<file path="config.mk">
export PLATFORM = sky130hd
export DESIGN_NAME = cbr_rx_port
export DESIGN_NICKNAME = d
export VERILOG_FILES = /design/src/include/cbr_pkg.sv /design/src/cbr_fifo.sv /design/src/cbr_rx_port.sv
export SDC_FILE = /design/constraint.sdc
export NUM_CORES = 1
export LEC_CHECK = 0
export BUFFER_PORTS_ARGS = -buffer_cell sky130_fd_sc_hd__buf_4
export CAP_MARGIN = 20
export CORE_ASPECT_RATIO = 1.4
export CORE_MARGIN = 10
export CORE_UTILIZATION = 60
export CTS_CLUSTER_SIZE = 8
export DETAILED_ROUTE_END_ITERATION = 8
export HOLD_SLACK_MARGIN = 0.03
export PLACE_DENSITY = 0.78
export SLEW_MARGIN = 20
export SYNTH_ARGS = -nofsm -noshare
export SYNTH_HDL_FRONTEND = slang
export SYNTH_SLANG_ARGS = --single-unit
export TNS_END_PERCENT = 10
</file>
<file path="constraint.sdc">
create_clock -name ref_clk_i -period 4.4 [get_ports ref_clk_i]
set_input_delay 0.44 -clock ref_clk_i [delete_from_list [all_inputs] [get_ports ref_clk_i]]
set_output_delay 0.44 -clock ref_clk_i [all_outputs]
set_load 0.05 [all_outputs]
</file>
<file path="src/include/cbr_pkg.sv">
// cbr_pkg: constants shared by the cell bus receive port files
// assumes a 100 MHz ref_clk_i and a receive interface clock sampled as a plain input
package cbr_pkg;
   localparam int DATA_W = 16;
   localparam int ADDR_W = 5;
   localparam int CELL_BYTES = 53;
   localparam int FIFO_DEPTH = 16;
   localparam int CNT_W = 6;
   localparam logic [CNT_W-1:0] CNT_FIRST = 6'h00;
   localparam logic [CNT_W-1:0] CNT_ONE = 6'h01;
   localparam logic [CNT_W-1:0] CELL_LAST_8 = 6'h34;
   localparam logic [CNT_W-1:0] CELL_LAST_16 = 6'h1a;
   localparam logic [ADDR_W-1:0] PORT_ADDR_DEF = 5'h00;
   localparam logic [4:0] FIFO_CELL_MIN_8 = 5'h10;
   localparam logic [DATA_W-1:0] DATA_ZERO = 16'h0000;
   typedef enum logic [1:0] {
      CBR_IDLE = 2'b01,
      CBR_SEND = 2'b10
   } cbr_state_type;
endpackage

</file>
<file path="src/cbr_fifo.sv">
// cbr_fifo: synchronous valid/ready fifo between the cell source and the bus port
// assumes both sides on ref_clk_i; clk_en_i freezes all state
`timescale 1ns/10ps
module cbr_fifo #(
   parameter int WIDTH = 17,
   parameter int DEPTH = 16
) (
   input wire logic ref_clk_i,
   input wire logic reset_i,
   input wire logic clk_en_i,
   input wire logic in_valid_i,
   output logic in_ready_o,
   input wire logic [WIDTH-1:0] in_data_i,
   output logic out_valid_o,
   input wire logic out_ready_i,
   output logic [WIDTH-1:0] out_data_o,
   output logic [$clog2(DEPTH):0] level_o
);
   localparam int PW = $clog2(DEPTH);
   logic [WIDTH-1:0] mem [DEPTH];
   logic [PW-1:0] wr_ptr;
   logic [PW-1:0] rd_ptr;
   logic [PW:0] count;
   logic push;
   logic pop;

   assign in_ready_o = (count != (PW+1)'(DEPTH));
   assign out_valid_o = (count != '0);
   assign push = in_valid_i && in_ready_o && clk_en_i;
   assign pop = out_valid_o && out_ready_i && clk_en_i;
   assign out_data_o = mem[rd_ptr];
   assign level_o = count;

   always_ff @(posedge ref_clk_i) begin
      if (push) begin
         mem[wr_ptr] <= in_data_i;
      end
   end

   always_ff @(posedge ref_clk_i) begin
      if (reset_i) begin
         wr_ptr <= '0;
         rd_ptr <= '0;
         count <= '0;
      end else begin
         if (push) begin
            wr_ptr <= wr_ptr + PW'(1);
         end
         if (pop) begin
            rd_ptr <= rd_ptr + PW'(1);
         end
         if (push && !pop) begin
            count <= count + (PW+1)'(1);
         end else if (pop && !push) begin
            count <= count - (PW+1)'(1);
         end
      end
   end
endmodule // cbr_fifo

</file>
<file path="src/cbr_rx_port.sv">
// cbr_rx_port: receive side of a shared multi-PHY cell bus port
// assumes the partner drives the interface clock, enable and address; the pad
// ring resolves each output from its enable; cells enter as words with a start mark
`timescale 1ns/10ps
// How it works
// RULE_01: in 8-bit mode the parity pin carries odd parity over data bits 7:0.
// RULE_02: in 16-bit mode the parity pin carries odd parity over data bits 15:0.
// RULE_03: the parity pin is driven only in cycles after one with read enable low.
// RULE_04: the start flag is high exactly while the bus carries a cell's first word.
// RULE_05: data and start flag are driven only in cycles after one with read enable low.
// RULE_06: in octet flow control the available pin is an active-low empty flag.
// RULE_07: in cell flow control the available pin is driven only the cycle after our address.
// RULE_08: when polled, available is high if a whole cell is buffered, low otherwise; the code raises it only when all 16 buffer words are full.
// RULE_09: after reset the port is in level 2 mode with available, start and parity undriven.
// RULE_10: bit 15 is the high octet msb and bit 7 the low octet msb.
// RULE_11: data, parity and start flag change together on one interface clock edge.
module cbr_rx_port (
   input wire logic ref_clk_i,
   input wire logic reset_i,
   input wire logic clk_en_i,
   input wire logic rx_if_clk_i,
   input wire logic rx_read_enable_n_i,
   input wire logic [cbr_pkg::ADDR_W-1:0] rx_port_select_addr_i,
   input wire logic [cbr_pkg::ADDR_W-1:0] port_addr_i,
   input wire logic bus16_mode_i,
   input wire logic octet_flow_i,
   input wire logic cell_in_valid_i,
   output logic cell_in_ready_o,
   input wire logic [cbr_pkg::DATA_W-1:0] cell_in_data_i,
   input wire logic cell_in_first_i,
   output logic [cbr_pkg::DATA_W-1:0] rx_cell_data_bus_o,
   output logic rx_cell_data_bus_oe_o,
   output logic rx_bus_parity_o,
   output logic rx_bus_parity_oe_o,
   output logic rx_cell_start_flag_o,
   output logic rx_cell_start_flag_oe_o,
   output logic rx_cell_available_o,
   output logic rx_cell_available_oe_o
);
   localparam int FW = cbr_pkg::DATA_W + 1;

   // two-stage synchronisers for everything arriving from the partner
   logic clk_s1, clk_s2, clk_s3;
   logic enb_s1, enb_s2;
   logic [cbr_pkg::ADDR_W-1:0] addr_s1, addr_s2;
   logic if_edge;

   logic f_valid;
   logic f_ready;
   logic [FW-1:0] f_data;
   logic [$clog2(cbr_pkg::FIFO_DEPTH):0] f_level;
   logic [cbr_pkg::CNT_W-1:0] word_cnt;
   logic [cbr_pkg::CNT_W-1:0] last_word;
   logic cell_ready;
   logic take;
   cbr_pkg::cbr_state_type state;
   cbr_pkg::cbr_state_type next_state;

   function automatic logic odd_parity(input logic [cbr_pkg::DATA_W-1:0] d,
                                       input logic wide);
      odd_parity = wide ? ~(^d) : ~(^d[7:0]);  // RULE_01 RULE_02
   endfunction

   always_ff @(posedge ref_clk_i) begin
      if (reset_i) begin
         clk_s1 <= 1'b0;
         clk_s2 <= 1'b0;
         clk_s3 <= 1'b0;
         enb_s1 <= 1'b1;
         enb_s2 <= 1'b1;
         addr_s1 <= '0;
         addr_s2 <= '0;
      end else if (clk_en_i) begin
         clk_s1 <= rx_if_clk_i;
         clk_s2 <= clk_s1;
         clk_s3 <= clk_s2;
         enb_s1 <= rx_read_enable_n_i;
         enb_s2 <= enb_s1;
         addr_s1 <= rx_port_select_addr_i;
         addr_s2 <= addr_s1;
      end
   end

   // rising edge of the interface clock; every bus action happens on it
   assign if_edge = clk_s2 && !clk_s3 && clk_en_i;

   cbr_fifo #(
      .WIDTH(FW),
      .DEPTH(cbr_pkg::FIFO_DEPTH)
   ) u_fifo (
      .ref_clk_i(ref_clk_i),
      .reset_i(reset_i),
      .clk_en_i(clk_en_i),
      .in_valid_i(cell_in_valid_i),
      .in_ready_o(cell_in_ready_o),
      .in_data_i({cell_in_first_i, cell_in_data_i}),
      .out_valid_o(f_valid),
      .out_ready_i(f_ready),
      .out_data_o(f_data),
      .level_o(f_level)
   );

   assign last_word = bus16_mode_i ? cbr_pkg::CELL_LAST_16 : cbr_pkg::CELL_LAST_8;
   // a 16-word buffer cannot hold a whole 8-bit cell; a full buffer stands in for it
   assign cell_ready = bus16_mode_i ?
      (f_level >= 5'(cbr_pkg::CELL_LAST_16 + cbr_pkg::CNT_ONE) ||
       f_level == cbr_pkg::FIFO_CELL_MIN_8) :
      (f_level == cbr_pkg::FIFO_CELL_MIN_8);

   // a word leaves the buffer on an interface edge while the partner reads us
   assign take = if_edge && !enb_s2 && f_valid &&
                 (octet_flow_i || state == cbr_pkg::CBR_SEND || f_data[FW-1]);
   assign f_ready = take;

   always_comb begin
      next_state = state;
      case (state)
         cbr_pkg::CBR_IDLE: begin
            if (take && !octet_flow_i) begin
               next_state = cbr_pkg::CBR_SEND;
            end
         end
         cbr_pkg::CBR_SEND: begin
            if (take && word_cnt == last_word) begin
               next_state = cbr_pkg::CBR_IDLE;
            end
         end
         default: begin
            next_state = cbr_pkg::CBR_IDLE;
         end
      endcase
   end

   always_ff @(posedge ref_clk_i) begin
      if (reset_i) begin
         state <= cbr_pkg::CBR_IDLE;
         word_cnt <= cbr_pkg::CNT_FIRST;
      end else if (clk_en_i) begin
         state <= next_state;
         if (take) begin
            word_cnt <= f_data[FW-1] ? cbr_pkg::CNT_ONE : word_cnt + cbr_pkg::CNT_ONE;
         end
      end
   end

   // data, parity and start flag launch together from one edge
   always_ff @(posedge ref_clk_i) begin
      if (reset_i) begin
         rx_cell_data_bus_o <= cbr_pkg::DATA_ZERO;
         rx_bus_parity_o <= 1'b0;
         rx_cell_start_flag_o <= 1'b0;
      end else if (take) begin
         rx_cell_data_bus_o <= f_data[cbr_pkg::DATA_W-1:0];  // RULE_10 RULE_11
         rx_bus_parity_o <= odd_parity(f_data[cbr_pkg::DATA_W-1:0], bus16_mode_i);  // RULE_11
         rx_cell_start_flag_o <= f_data[FW-1];  // RULE_04 RULE_11
      end else if (if_edge) begin
         rx_cell_start_flag_o <= 1'b0;  // RULE_04
      end
   end

   // reset clears every enable, leaving the shared lines released
   always_ff @(posedge ref_clk_i) begin
      if (reset_i) begin
         rx_cell_data_bus_oe_o <= 1'b0;  // RULE_09
         rx_bus_parity_oe_o <= 1'b0;  // RULE_09
         rx_cell_start_flag_oe_o <= 1'b0;  // RULE_09
         rx_cell_available_oe_o <= 1'b0;  // RULE_09
         rx_cell_available_o <= 1'b0;
      end else if (if_edge) begin
         rx_cell_data_bus_oe_o <= !enb_s2;  // RULE_05
         rx_bus_parity_oe_o <= !enb_s2;  // RULE_03
         rx_cell_start_flag_oe_o <= !enb_s2;  // RULE_05
         if (octet_flow_i) begin
            rx_cell_available_oe_o <= 1'b1;
            // low means empty once this read has taken the last word
            rx_cell_available_o <= f_valid && !(take && f_level == 5'h01);  // RULE_06
         end else begin
            rx_cell_available_oe_o <= (addr_s2 == port_addr_i);  // RULE_07
            rx_cell_available_o <= cell_ready;  // RULE_08
         end
      end
   end
endmodule // cbr_rx_port
</file>
==> impl_metrics.py <==
metrics = {
    "placed_design": {
        "place_hpwl_um": 17300,
        "place_inst": 1028,
        "post_dp_cell_area_um2": 13800,
        "port_buffers": 58,
        "place.gp.congestion": 0.770,
        "place_ws_ns": 1.18,
    },
    "clock_network": {
        "numClockSinks": 333,
        "cts_root_buf": "clkbuf_16",
        "clockBufferDepth": 3,
        "post_cts_buffers": 0,
        "clk_pin_slew_ns": 0.05,
        "cts_tree": "yes",
        "htree_levels": 2,
        "cts_hold_buf": 0,
        "cts-buffers-inserted": 47,
        "clk_latency_ns": 0.53,
        "cts_resized": 0,
    },
    "drt": {
        "vias": 7083,
        "drc": 0,
        "ant_nets": 0,
        "drt_iter0_drc": 762,
        "drt-total-wl_um": 29400,
        "wl_per_cell_um": 26.5,
        "drt_first_pass_iters": 5,
        "via_per_inst": 6.37,
    },
    "logic_synthesis": {
        "synthFlopType": "edfxtp_1",
        "synthTopCellsByCount": "edfxtp_1, nor2_1, dfxtp_1",
        "netlist_area_um2": 13100,
        "synth_top_family_by_area": "multiplexers",
        "syn_inst": 722,
        "synth_fa_ha_area_share_pct": 1.05,
        "yosysMostFrequentCell": "edfxtp_1",
        "synth_xor_area_share_pct": 2.21,
        "synth-warning-count": 0,
        "synth_cell_types": 42,
        "synth_nets": 768,
        "synth-seq-area-share_pct": 71.9,
        "synth_compound_area_share_pct": 3.13,
        "synth_seq_cells": 333,
        "synth.avg_cell_area_um2": 18.1,
        "synthMuxAreaShare_pct": 14.9,
        "ys_top_cells_by_area": "edfxtp_1, dfxtp_1, mux4_2",
        "yosysTopAreaCellShare_pct": 62.5,
        "synth_simple_gate_area_share_pct": 4.62,
        "synth.largest_area_cell": "edfxtp_1",
        "async_flop_share_pct": 0,
        "synth_edf_count": 272,
    },
    "pwr": {
        "p_per_area_nw_per_um2": 454,
        "irDropWorstVdd_v": 0.000318,
        "power_mw": 6.88,
        "p_leak_nw": 5.08,
    },
    "die": {
        "die_w_um": 145,
        "ios": 59,
        "fp.dieH_um": 195,
        "dieArea_um2": 28200,
        "start_util_pct": 61.4,
        "rows": 63,
        "core_um2": 21300,
    },
    "hold_path": {
        "hold_class": "in2reg",
    },
    "sta": {
        "fin_ws_ns": 1.11,
        "period_minus_slack_ns": 3.29,
        "slew_headroom_pct": 43.3,
        "finClkSkew_ns": 0.0215,
        "tightestPinTransition_ns": 0.846,
        "finalCritPeriodShare_pct": 74.9,
        "timing.fmax_mhz": 304,
        "hold_slack_ns": 0.147,
        "setup_tns_ns": 0,
        "final-setup-viol-count": 0,
        "final_hold_viol_count": 0,
        "rsz0062_at_grt": "false",
        "drv_slew": 0,
    },
    "critical_path": {
        "crit_fanout": 24,
        "startpoint_type": "flop",
        "cp-end-kind": "flop",
        "critical_path_class": "reg2reg",
        "cp.required_ns": 4.82,
        "worstPathArrival_ns": 3.71,
    },
    "cells_and_area": {
        "fin_cells": 1112,
        "nets": 863,
        "syn2layout_area_growth_pct": 16.0,
        "fin_area_um2": 15100,
        "fin_util_pct": 71.2,
        "drive_gt1_share_pct": 24.1,
        "antenna_cells": 0,
    },
    "global_route": {
        "track_usage_pct": 21.2,
        "grt_pass1_vias": 7353,
        "grt_first_pass_wirelength_um": 44800,
        "antenna_found_initial": 1,
        "grt_max_degree": 56,
        "overflow": 0,
    },
    "run": {
        "cap_violations": 0,
    },
    "status": {
        "status": "complete, no violations",
    },
}
## final timing paths
check	cells after the start	end	startpoint	slack, ns
setup / recovery	9	rx_bus_parity_o	flop	1.11
hold / removal	2	enb_s1	rx_read_enable_n_i	0.15
setup reg to reg	9	rx_bus_parity_o	flop	1.11
hold reg to reg	1	enb_s2	enb_s1	0.46
## metal layers
metal,part of all wire (%),vias to the layer above,track usage (%)
met4,2.3,2,6.62
met2,52,367,35.8
met5,0.044,-,0
met1,37,3616,26.8
met3,8.2,58,4.20
li1,-,3040,-
## report_power, final
group	total [mW]	switching [mW]	internal, mW
combinational	0.226	0.137	0.0883
sequential	3.46	0.0191	3.44
clock	3.19	1.21	1.99
total	6.88	1.37	5.51
## worst max-delay path, cell delays in order, from the launching register on
cell and delay (ns):
dfxtp_4 0.65, buf_4 0.34, mux4_1 0.57, a22oi_1 0.22
nand2_1 0.12, xnor2_1 0.24, xnor2_1 0.12, xnor2_1 0.21
or3_1 0.39, a311oi_2 0.29
## layout by cell type, fill, tap and decap left out, drive strengths merged, types with 20 or more instances in the layout
cell / netlist / layout
edfxtp: 272 / 272
mux2i: 35 / 35
dfxtp: 61 / 61
a22oi: 32 / 32
buf: 25 / 84
nand2: 31 / 31
xnor2: 20 / 20
nor2: 70 / 70
mux4: 68 / 68
clkbuf: 13 / 82
## sequential cells by signal, indices dropped and copies added (netlist names), named ones only
| register | count |
|---|---|
| rx_cell_start_flag_o | 1 |
| u_fifo.level_o | 5 |
| addr_s1 | 5 |
| word_cnt | 6 |
| clk_s2 | 1 |
| u_fifo.rd_ptr | 4 |
| clk_s3 | 1 |
| u_fifo.wr_ptr | 4 |
| rx_cell_available_o | 1 |
| rx_bus_parity_o | 1 |
| enb_s1 | 1 |
| state | 2 |
| enb_s2 | 1 |
| u_fifo.mem | 272 |
| addr_s2 | 5 |
| rx_cell_start_flag_oe_o | 1 |
| rx_cell_data_bus_o | 16 |
| clk_s1 | 1 |
| rx_cell_available_oe_o | 1 |
## final cells by class
class	count	area, um2
clock buffers	82	1310
well taps	260	325
clock inverters	2	13.8
repair buffers	84	643
inverters	8	30.0
flip-flops and latches	333	9390
multi-input cells	343	3430
fillers	1252	6130
## cells by family (layout without fill, tap and decap cells)
family / count (synthesis) / in the layout
and+or+nand+nor: 137 / 137
adders and majority gates: 11 / 11
buffers and inverters: 46 / 176
AOI/OAI and AO/OA: 59 / 59
DFF: 333 / 333
muxes: 103 / 103
xor gates and xnor gates: 33 / 33
No activity file was read; power rests on OpenSTA's default activity.
